--- src/core/wwd_map.vh ---
// Purpose: register map, field positions and timing constants of the windowed watchdog
// Assumes: 32-bit AXI4-Lite data, each register on an aligned word
// Notes:   definitions only
`ifndef WWD_MAP_VH
`define WWD_MAP_VH
// ****************************************************************
// register byte addresses
// ****************************************************************
`define WWD_ADDR_CTRL0      5'h00
`define WWD_ADDR_CTRL1      5'h04
`define WWD_ADDR_PSLOW      5'h08
`define WWD_ADDR_PSHIGH     5'h0c
`define WWD_ADDR_TIMER      5'h10
`define WWD_ADDR_FLAGS      5'h14
// ****************************************************************
// field positions
// ****************************************************************
`define WWD_C0_SEN          0
`define WWD_C0_PS_LO        1
`define WWD_C0_PS_HI        5
`define WWD_C1_WIN_LO       0
`define WWD_C1_WIN_HI       2
`define WWD_C1_CS_LO        4
`define WWD_C1_CS_HI        6
`define WWD_FL_TO_N         0
`define WWD_FL_WV_N         1
// ****************************************************************
// codes and reset values
// ****************************************************************
`define WWD_CS_LF           3'h0
`define WWD_CS_MF           3'h1
`define WWD_CS_SOFT         3'h7
`define WWD_WIN_SOFT        3'h7
`define WWD_WIN_FULL        3'h7
`define WWD_PS_SOFT         5'h1f
`define WWD_PS_DEFAULT      5'h0b
`define WWD_PS_MAX          5'h12
`define WWD_MODE_SOFT       2'h1
`define WWD_MODE_AWAKE      2'h2
`define WWD_MODE_ALWAYS     2'h3
`define WWD_WT_LAST         5'h1f
`define WWD_RESP_OKAY       2'h0
`define WWD_RESP_SLVERR     2'h2
// ****************************************************************
// time base
// ****************************************************************
`define WWD_CLK_HZ          20000000
`define WWD_LF_HZ           31000
`define WWD_MF_HZ           31250
`endif

--- src/core/wwd_top.v ---
// Purpose: windowed watchdog timer with AXI4-Lite register access
// Assumes: all inputs synchronous to clk; configuration levels stable after reset
// Notes:   reset request and wake request are one-cycle pulses
`timescale 1ns/1ps
`include "wwd_map.vh"

// Function
// - clock source code 001 picks medium oscillator, 000 low oscillator; others reserved
// - opening fraction codes 111..000 give 100 down to 12.5 percent open
// - window opens when timer value reaches threshold, four steps per code
// - config clock 111 makes source field reset to 000 and writable
// - opening fraction resets from config, writable only when config is 111
// - 18-bit prescale count readable across low, high and timer registers
// - timer register bit 2 shows armed state
// - modes 1x enable oscillator by config; mode 01 by register field
// - mode 11 always active, software enable ignored
// - mode 10 active awake, disabled in sleep
// - mode 01 follows software enable; mode 00 always disabled
// - config prescale all ones lets register pick period, else config does
// - default period after reset is two seconds
// - clear outside open window is a violation causing reset
// - window size from config unless config is 111, then register
// - violation clears active-low violation flag; reset or firmware sets it
// - counter cleared on reset, valid clear, sleep entry, irq wake, disabled, startup
// - any write with byte 0 strobe set to either control register clears the counter
// - unarmed clear in windowed mode is a violation; reading control 0 arms
// - time-out in sleep wakes device instead of reset
// - time-out without clear generates a reset
// - prescale code 0 divides by 32, doubling to code 10010; above acts as 0
module wwd_top (
    input  wire        clk,
    input  wire        rstn,
    input  wire [4:0]  s_axi_awaddr,
    input  wire        s_axi_awvalid,
    output reg         s_axi_awready,
    input  wire [31:0] s_axi_wdata,
    input  wire [3:0]  s_axi_wstrb,
    input  wire        s_axi_wvalid,
    output reg         s_axi_wready,
    output reg  [1:0]  s_axi_bresp,
    output reg         s_axi_bvalid,
    input  wire        s_axi_bready,
    input  wire [4:0]  s_axi_araddr,
    input  wire        s_axi_arvalid,
    output reg         s_axi_arready,
    output reg  [31:0] s_axi_rdata,
    output reg  [1:0]  s_axi_rresp,
    output reg         s_axi_rvalid,
    input  wire        s_axi_rready,
    input  wire [1:0]  modeConfiguration,
    input  wire [2:0]  configClockSelection,
    input  wire [2:0]  configOpeningSelection,
    input  wire [4:0]  configPrescaleSelection,
    input  wire        sleepActive,
    input  wire        clearInstruction,
    input  wire        wakeByInterrupt,
    input  wire        oscillatorStartupTimer,
    output reg         resetRequest_r,
    output reg         wakeRequest_r,
    output reg         lowFreqOscEn_r,
    output reg         medFreqOscEn_r,
    output reg         timeoutResetFlagN_r,
    output reg         windowViolationFlagN_r
);
    // ********************
    // register fields and counters
    // ********************
    reg  [4:0]  prescaleSelect_r;
    reg         softwareEnable_r;
    reg  [2:0]  clockSourceSelect_r;
    reg  [2:0]  openingSelect_r;
    reg         cfgLoad_r;
    reg         armed_r;
    reg  [17:0] prescaleCount_r;
    reg  [4:0]  windowTimer_r;
    reg         sleepDly_r;
    reg  [4:0]  wrAddr_r;
    reg  [31:0] wrData_r;
    reg  [3:0]  wrStrb_r;
    reg         awHeld_r;
    reg         wHeld_r;
    wire        tick;

    // ********************
    // mode and selection decode
    // ********************
    // active per mode: always on, awake only, software enable, or off
    reg active;
    always @* begin
        case (modeConfiguration)
            `WWD_MODE_ALWAYS: active = 1'b1;
            `WWD_MODE_AWAKE:  active = ~sleepActive;
            `WWD_MODE_SOFT:   active = softwareEnable_r;
            default:          active = 1'b0;
        endcase
    end

    wire [2:0] srcSel = modeConfiguration[1] ? configClockSelection : clockSourceSelect_r;
    // reserved codes stop the time base
    wire lfWant = active & (srcSel == `WWD_CS_LF);
    wire mfWant = active & (srcSel == `WWD_CS_MF);

    // register prescale only when config is all ones
    wire [4:0] psCode = (configPrescaleSelection == `WWD_PS_SOFT) ? prescaleSelect_r
                                                                   : configPrescaleSelection;
    // reserved codes fall back to divide by 32
    wire [4:0] psEff = (psCode > `WWD_PS_MAX) ? 5'h0 : psCode;
    wire [18:0] psOne = 19'h1 << psEff;
    wire [17:0] psLast = psOne[17:0] - 18'h1;

    wire [2:0] winSel = (configOpeningSelection == `WWD_WIN_SOFT) ? openingSelect_r
                                                                   : configOpeningSelection;
    // threshold is four steps per code below 111
    wire [4:0] openAt = {~winSel, 2'b00};
    wire       windowOpen = (windowTimer_r >= openAt);
    wire       windowed = (winSel != `WWD_WIN_FULL);

    // ********************
    // clear instruction judgement
    // ********************
    // closed window clear is a violation
    // unarmed clear is a violation too when windowed
    wire clrValid = clearInstruction & active & (~windowed | (armed_r & windowOpen));
    wire violation = clearInstruction & active & windowed & ~(armed_r & windowOpen);

    wire psWrap = tick & (prescaleCount_r == psLast);
    wire timeout = active & psWrap & (windowTimer_r == `WWD_WT_LAST);

    // ********************
    // bus decode
    // ********************
    wire awFire = s_axi_awvalid & s_axi_awready;
    wire wFire  = s_axi_wvalid & s_axi_wready;
    wire arFire = s_axi_arvalid & s_axi_arready;
    wire wrDo   = awHeld_r & wHeld_r & ~s_axi_bvalid;
    wire wrLow  = wrDo & wrStrb_r[0];
    wire wrCtrl0 = wrLow & (wrAddr_r == `WWD_ADDR_CTRL0);
    wire wrCtrl1 = wrLow & (wrAddr_r == `WWD_ADDR_CTRL1);
    wire wrFlags = wrLow & (wrAddr_r == `WWD_ADDR_FLAGS);
    wire rdCtrl0 = arFire & (s_axi_araddr == `WWD_ADDR_CTRL0);

    // write or read address known to the map
    function mapped;
        input [4:0] a;
        begin
            mapped = (a == `WWD_ADDR_CTRL0) | (a == `WWD_ADDR_CTRL1) |
                     (a == `WWD_ADDR_PSLOW) | (a == `WWD_ADDR_PSHIGH) |
                     (a == `WWD_ADDR_TIMER) | (a == `WWD_ADDR_FLAGS);
        end
    endfunction

    wire sleepEnter = sleepActive & ~sleepDly_r;
    wire clrCnt = clrValid | sleepEnter | wakeByInterrupt | ~active |
                  oscillatorStartupTimer | wrCtrl0 | wrCtrl1 | timeout | violation;

    // ********************
    // time base
    // ********************
    wwd_tick_gen u_tick (
        .clk    (clk),
        .rstn   (rstn),
        .lfEn   (lfWant),
        .mfEn   (mfWant),
        .tick_r (tick)
    );

    // oscillator enables follow the chosen source
    always @(posedge clk) begin
        if (!rstn) begin
            lowFreqOscEn_r <= 1'b0;
            medFreqOscEn_r <= 1'b0;
        end else begin
            lowFreqOscEn_r <= lfWant;
            medFreqOscEn_r <= mfWant;
        end
    end

    // ********************
    // counters
    // ********************
    // prescaler steps the window timer
    always @(posedge clk) begin
        if (!rstn || clrCnt) begin
            prescaleCount_r <= 18'h0;
            windowTimer_r   <= 5'h0;
        end else if (psWrap) begin
            prescaleCount_r <= 18'h0;
            windowTimer_r   <= windowTimer_r + 5'h1;
        end else if (tick) begin
            prescaleCount_r <= prescaleCount_r + 18'h1;
        end
    end

    // sleep edge detect; unreset so a sleep held through reset is no new entry
    always @(posedge clk) begin
        sleepDly_r <= sleepActive;
    end

    // reading control 0 arms; any clear instruction spends it
    always @(posedge clk) begin
        if (!rstn)
            armed_r <= 1'b0;
        else if (clearInstruction)
            armed_r <= 1'b0;
        else if (rdCtrl0)
            armed_r <= 1'b1;
    end

    // ********************
    // outcome pulses and flags
    // ********************
    // sleep time-out wakes; awake time-out resets; violation resets
    always @(posedge clk) begin
        if (!rstn) begin
            resetRequest_r <= 1'b0;
            wakeRequest_r  <= 1'b0;
        end else begin
            resetRequest_r <= violation | (timeout & ~sleepActive);
            wakeRequest_r  <= timeout & sleepActive;
        end
    end

    // violation clears flag, hardware event wins over a firmware write
    always @(posedge clk) begin
        if (!rstn) begin
            windowViolationFlagN_r <= 1'b1;
            timeoutResetFlagN_r    <= 1'b1;
        end else begin
            if (violation)
                windowViolationFlagN_r <= 1'b0;
            else if (wrFlags)
                windowViolationFlagN_r <= wrData_r[`WWD_FL_WV_N];
            if (timeout)
                timeoutResetFlagN_r <= 1'b0;
            else if (wrFlags)
                timeoutResetFlagN_r <= wrData_r[`WWD_FL_TO_N];
        end
    end

    // ********************
    // control registers
    // ********************
    // fields load from configuration on the first edge after reset release
    always @(posedge clk) begin
        if (!rstn) begin
            cfgLoad_r           <= 1'b1;
            prescaleSelect_r    <= 5'h0;
            softwareEnable_r    <= 1'b0;
            clockSourceSelect_r <= 3'h0;
            openingSelect_r     <= 3'h0;
        end else if (cfgLoad_r) begin
            cfgLoad_r <= 1'b0;
            prescaleSelect_r <= (configPrescaleSelection == `WWD_PS_SOFT) ? `WWD_PS_DEFAULT
                                                                          : configPrescaleSelection;
            // soft clock select starts at low oscillator
            clockSourceSelect_r <= (configClockSelection == `WWD_CS_SOFT) ? `WWD_CS_LF
                                                                          : configClockSelection;
            openingSelect_r <= configOpeningSelection;
        end else begin
            if (wrCtrl0) begin
                softwareEnable_r <= wrData_r[`WWD_C0_SEN];
                // prescale field writable only in soft mode
                if (configPrescaleSelection == `WWD_PS_SOFT)
                    prescaleSelect_r <= wrData_r[`WWD_C0_PS_HI:`WWD_C0_PS_LO];
            end
            if (wrCtrl1) begin
                // source field read-only unless config allows
                if (configClockSelection == `WWD_CS_SOFT)
                    clockSourceSelect_r <= wrData_r[`WWD_C1_CS_HI:`WWD_C1_CS_LO];
                if (configOpeningSelection == `WWD_WIN_SOFT)
                    openingSelect_r <= wrData_r[`WWD_C1_WIN_HI:`WWD_C1_WIN_LO];
            end
        end
    end

    // ********************
    // AXI4-Lite write channel
    // ********************
    // address and data are taken in either order; response follows both
    always @(posedge clk) begin
        if (!rstn) begin
            s_axi_awready <= 1'b1;
            s_axi_wready  <= 1'b1;
            s_axi_bvalid  <= 1'b0;
            s_axi_bresp   <= `WWD_RESP_OKAY;
            awHeld_r      <= 1'b0;
            wHeld_r       <= 1'b0;
            wrAddr_r      <= 5'h0;
            wrData_r      <= 32'h0;
            wrStrb_r      <= 4'h0;
        end else begin
            if (awFire) begin
                wrAddr_r      <= {s_axi_awaddr[4:2], 2'b00};
                awHeld_r      <= 1'b1;
                s_axi_awready <= 1'b0;
            end
            if (wFire) begin
                wrData_r     <= s_axi_wdata;
                wrStrb_r     <= s_axi_wstrb;
                wHeld_r      <= 1'b1;
                s_axi_wready <= 1'b0;
            end
            if (wrDo) begin
                awHeld_r     <= 1'b0;
                wHeld_r      <= 1'b0;
                s_axi_bvalid <= 1'b1;
                s_axi_bresp  <= mapped(wrAddr_r) ? `WWD_RESP_OKAY : `WWD_RESP_SLVERR;
            end
            if (s_axi_bvalid && s_axi_bready) begin
                s_axi_bvalid  <= 1'b0;
                s_axi_awready <= 1'b1;
                s_axi_wready  <= 1'b1;
            end
        end
    end

    // ********************
    // AXI4-Lite read channel
    // ********************
    // prescale count split over three registers; armed bit
    reg [31:0] rdMux;
    always @* begin
        rdMux = 32'h0;
        case ({s_axi_araddr[4:2], 2'b00})
            `WWD_ADDR_CTRL0:  rdMux[7:0] = {2'b00, prescaleSelect_r, softwareEnable_r};
            `WWD_ADDR_CTRL1:  rdMux[7:0] = {1'b0, clockSourceSelect_r, 1'b0, openingSelect_r};
            `WWD_ADDR_PSLOW:  rdMux[7:0] = prescaleCount_r[7:0];
            `WWD_ADDR_PSHIGH: rdMux[7:0] = prescaleCount_r[15:8];
            `WWD_ADDR_TIMER:  rdMux[7:0] = {windowTimer_r, armed_r, prescaleCount_r[17:16]};
            `WWD_ADDR_FLAGS:  rdMux[7:0] = {6'h0, windowViolationFlagN_r, timeoutResetFlagN_r};
            default:          rdMux = 32'h0;
        endcase
    end

    // one read at a time; data registered on the address handshake
    always @(posedge clk) begin
        if (!rstn) begin
            s_axi_arready <= 1'b1;
            s_axi_rvalid  <= 1'b0;
            s_axi_rdata   <= 32'h0;
            s_axi_rresp   <= `WWD_RESP_OKAY;
        end else if (arFire) begin
            s_axi_arready <= 1'b0;
            s_axi_rvalid  <= 1'b1;
            s_axi_rdata   <= rdMux;
            s_axi_rresp   <= mapped({s_axi_araddr[4:2], 2'b00}) ? `WWD_RESP_OKAY
                                                                : `WWD_RESP_SLVERR;
        end else if (s_axi_rvalid && s_axi_rready) begin
            s_axi_rvalid  <= 1'b0;
            s_axi_arready <= 1'b1;
        end
    end
endmodule // wwd_top

--- src/core/wwd_tick_gen.v ---
// Purpose: oscillator-rate tick enable for the watchdog time base
// Assumes: one system clock at the rate given in the map header
// Notes:   a reserved or disabled source yields no ticks
`timescale 1ns/1ps
`include "wwd_map.vh"

module wwd_tick_gen (
    input  wire       clk,
    input  wire       rstn,
    input  wire       lfEn,
    input  wire       mfEn,
    output reg        tick_r
);
    // ****************************************************************
    // divider
    // ****************************************************************
    localparam integer LF_DIV = `WWD_CLK_HZ / `WWD_LF_HZ;
    localparam integer MF_DIV = `WWD_CLK_HZ / `WWD_MF_HZ;
    localparam [9:0]   LF_LAST = LF_DIV[9:0] - 10'h1;
    localparam [9:0]   MF_LAST = MF_DIV[9:0] - 10'h1;

    reg  [9:0] divCnt_r;
    wire [9:0] divLast = mfEn ? MF_LAST : LF_LAST;
    wire       running = lfEn | mfEn;

    // count while a source runs; restart from zero when none does
    always @(posedge clk) begin
        if (!rstn || !running) begin
            divCnt_r <= 10'h0;
            tick_r   <= 1'b0;
        end else if (divCnt_r == divLast) begin
            divCnt_r <= 10'h0;
            tick_r   <= 1'b1;
        end else begin
            divCnt_r <= divCnt_r + 10'h1;
            tick_r   <= 1'b0;
        end
    end
endmodule // wwd_tick_gen

--- config.mk ---
export PLATFORM = sky130hd
export DESIGN_NAME = wwd_top
export DESIGN_NICKNAME = d
export VERILOG_FILES = /design/src/core/wwd_top.v /design/src/core/wwd_tick_gen.v
export VERILOG_INCLUDE_DIRS = /design/src /design/src/core
export SDC_FILE = /design/constraint.sdc
export NUM_CORES = 1
export LEC_CHECK = 0
export ABC_AREA = 1
export BUFFER_PORTS_ARGS = -buffer_cell sky130_fd_sc_hd__buf_4
export CORE_MARGIN = 2
export CORE_UTILIZATION = 45
export CTS_CLUSTER_DIAMETER = 30
export DETAILED_ROUTE_END_ITERATION = 6
export GPL_TIMING_DRIVEN = 0
export HOLD_SLACK_MARGIN = 0.03
export PLACE_DENSITY = 0.68
export SLEW_MARGIN = 20
export SYNTH_ARGS = -nofsm -noshare
export SYNTH_HDL_FRONTEND = slang
export SYNTH_SLANG_ARGS = --single-unit
--- constraint.sdc ---
create_clock -name clk -period 3.74 [get_ports clk]
set_clock_uncertainty 0.1 [all_clocks]
set_input_delay 0.748 -clock clk [delete_from_list [all_inputs] [get_ports clk]]
set_output_delay 0.748 -clock clk [all_outputs]
set_load 0.01 [all_outputs]
==> results_dict.tcl <==
set metrics [dict create \
    avgSynthCellArea_sq_um 6.77 \
    clk_path_buf_depth 2 \
    synth_top_area_cell "dfxtp_1" \
    arrival_ns 3.72 \
    slowest_delay_ns 0.25 \
    cts.sinks 83 \
    io_buffer_count 60 \
    routed_wl_um 14400 \
    cts-buffers-inserted 9 \
    cellLeakagePower_nw 2.71 \
    p_per_area_mw_per_mm2 336 \
    drtIter0Drc 309 \
    min_period_ns 3.56 \
    rows 39 \
    drive_gt1_frac 0.214 \
    synth_edf_count 0 \
    final_area_sq_mm 0.00640 \
    timing.fmax_mhz 281 \
    ys_top_cells_by_area "dfxtp_1, nand2_1, inv_1" \
    yosysTopAreaCellShare 0.321 \
    cts_hold_buffers 0 \
    start_util 0.457 \
    relSlewSlack 0.413 \
    fin_crit_sh 0.952 \
    cp-start-kind "input port" \
    syn2layout_area_growth_pct 23.7 \
    drc_errors 0 \
    die_w_um 111 \
    critPathCaptureType "flip-flop" \
    cpMostUsedCell "nor2_4" \
    ys_warn_count 0 \
    die_area_sq_mm 0.0124 \
    synth_common_cells "nand2_1, inv_1, nor2_1" \
    antenna_found_initial 0 \
    crit_chain "buf_4 -> nand2_1 -> nor2_4 -> nand3_2 -> nand2_4 -> buf_4 -> nor2_4 -> buf_6 -> nor2_4 -> nand2_4 -> ha_4 -> a21oi_2 -> o21a_1 -> nand3_1 -> nor2_2 -> nand3_2 -> nor2_2 -> nand3_4 -> nor2_4 -> buf_4 -> nand4_1 -> a21oi_2" \
    routed_via_density 5.12 \
    hold_viol 0 \
    final_nets 953 \
    cts_tree "built" \
    clkLatencyLatePin_ns 0.34 \
    grt_pass1_vias 5031 \
    grt_max_degree 14 \
    ys_types 50 \
    ys_seq_elements 83 \
    whs_path_depth 2 \
    crit_path_top_delay_cell "ha_4" \
    yosysSeqAreaShare 0.321 \
    place_area_sq_mm 0.00589 \
    antenna_cells 0 \
    gp_congestion 0.911 \
    grt_use_total 0.231 \
    dp_hpwl_um 11500 \
    yosysMostFrequentCell "nand2_1" \
    syn_inst 764 \
    ys.flop_type "dfxtp_1" \
    ctsRootBufferMaster "clkbuf_16" \
    vias 5224 \
    first_pass_iters 5 \
    grt-ovfl-total 0 \
    setup_violations 0 \
    avgRoutedWirePerCell_um 14.1 \
    core_area_sq_mm 0.0113 \
    cp.required_ns 3.91 \
    drv_cap 0 \
    fin_util 0.565 \
    async_flop_share 0 \
    ios 117 \
    drv_slew 0 \
    ir_drop_uv 308 \
    cp_max_fo 10 \
    min_path_type "reg -> reg" \
    ant_nets 0 \
    r2r_cells 21 \
    max_slew.worst_pin.slew_ns 0.873 \
    htreeDepth 3 \
    die_h_um 111 \
    p_total_mw 2.15 \
    status "finished, final reports clean" \
    grt_pass1_wl_um 23200 \
    crit_type "in -> reg" \
    syn_area_sq_mm 0.00517 \
    cts.clk_slew.worst_paths_ns 0.06 \
]
[routing by layer]
metal,global-route usage,wire length (um),up-vias
li1,-,-,2676
met1,0.277,6010,2368
met2,0.416,7380,156
met3,0.0252,609,24
met4,0.101,362,0
met5,0,0,-
[per-stage QoR]
step | setup slack [ns] | instances | hold WS (ns) | setup TNS, ns
2_1_floorplan | 0.248 | 789 | 0.329 | 0
3_3_place_gp | -0.512 | 992 | 0.344 | -11.20
3_5_place_dp | -0.561 | 992 | 0.354 | -12.42
4_1_cts | 0.0417 | 1012 | 0.363 | 0
5_1_grt | -0.0463 | 1021 | 0.385 | -0.0877
6_report | 0.181 | 1021 | 0.362 | 0
[layout make-up]
| class | count | area, sq um |
|---|---|---|
| well taps | 143 | 179 |
| plain buffers | 37 | 263 |
| clock inverters | 5 | 30.0 |
| inverters | 102 | 384 |
| flip-flops and latches | 83 | 1660 |
| clock buffers | 10 | 239 |
| fillers | 1123 | 4920 |
| multi-input cells | 567 | 3090 |
| repair buffers | 74 | 556 |
[cell families after synthesis]
logic type,Yosys count,share of synthesized area
simple gates,385,0.348
buf+inv,139,0.124
compound gates,128,0.152
flops,83,0.321
xor+xnor,19,0.0322
fa+ha+maj,9,0.0218
other cells,1,0.000725
[power breakdown]
part / internal (mW) / switching [mW]
logic: 0.159 / 0.246
clock network: 0.460 / 0.350
registers: 0.914 / 0.0185
[sequential cells by signal, summed over array words and instances, names as in the netlist, 3 cells and up]
signal and cells:
wrAddr_r 3, s_axi_rdata 8, openingSelect_r 3, prescaleCount_r 18, clockSourceSelect_r 3, u_tick.divCnt_r 10
prescaleSelect_r 5, wrData_r 7, windowTimer_r 5
[critical path, delay by kind of cell]
kind,cells,cell delay (ns)
adder cells (fa/ha/maj),1,0.25
AO/OA/AOI/OAI,3,0.40
buffers and inverters,4,0.55
AND/OR/NAND/NOR,14,1.77
[timing repair]
item,4_1_cts,5_1_grt
setup endpoints to repair,26,26
pin swaps,4,16
buffers inserted,5,9
gates resized for setup,5,25
[final timing paths]
check                              from             end  slack (ns)
max          configPrescaleSelection[2]  resetRequest_r        0.18
min                            awHeld_r        awHeld_r        0.36
min reg2reg                    awHeld_r        awHeld_r        0.36
max reg2reg         prescaleSelect_r[1]  resetRequest_r        0.60
[cell usage in the layout, fill, tap and decap left out, types with 6 or more instances in the layout]
cell type	count
nand2_2	7
inv_2	7
xor2_1	15
nand2_4	7
dfxtp_1	83
nand2_1	157
nand4_1	15
nor3_1	24
nand3_2	10
ha_1	8
nor2_1	83
buf_4	100
clkbuf_16	9
nor4_1	6
clkbuf_1	6
conb_1	26
a31oi_1	8
o22ai_1	7
a21oi_1	40
nand3_1	38
nor2_4	9
inv_1	93
o21a_1	6
nor2_2	14
o21ai_0	37
No activity file was read; power rests on OpenSTA's default activity.
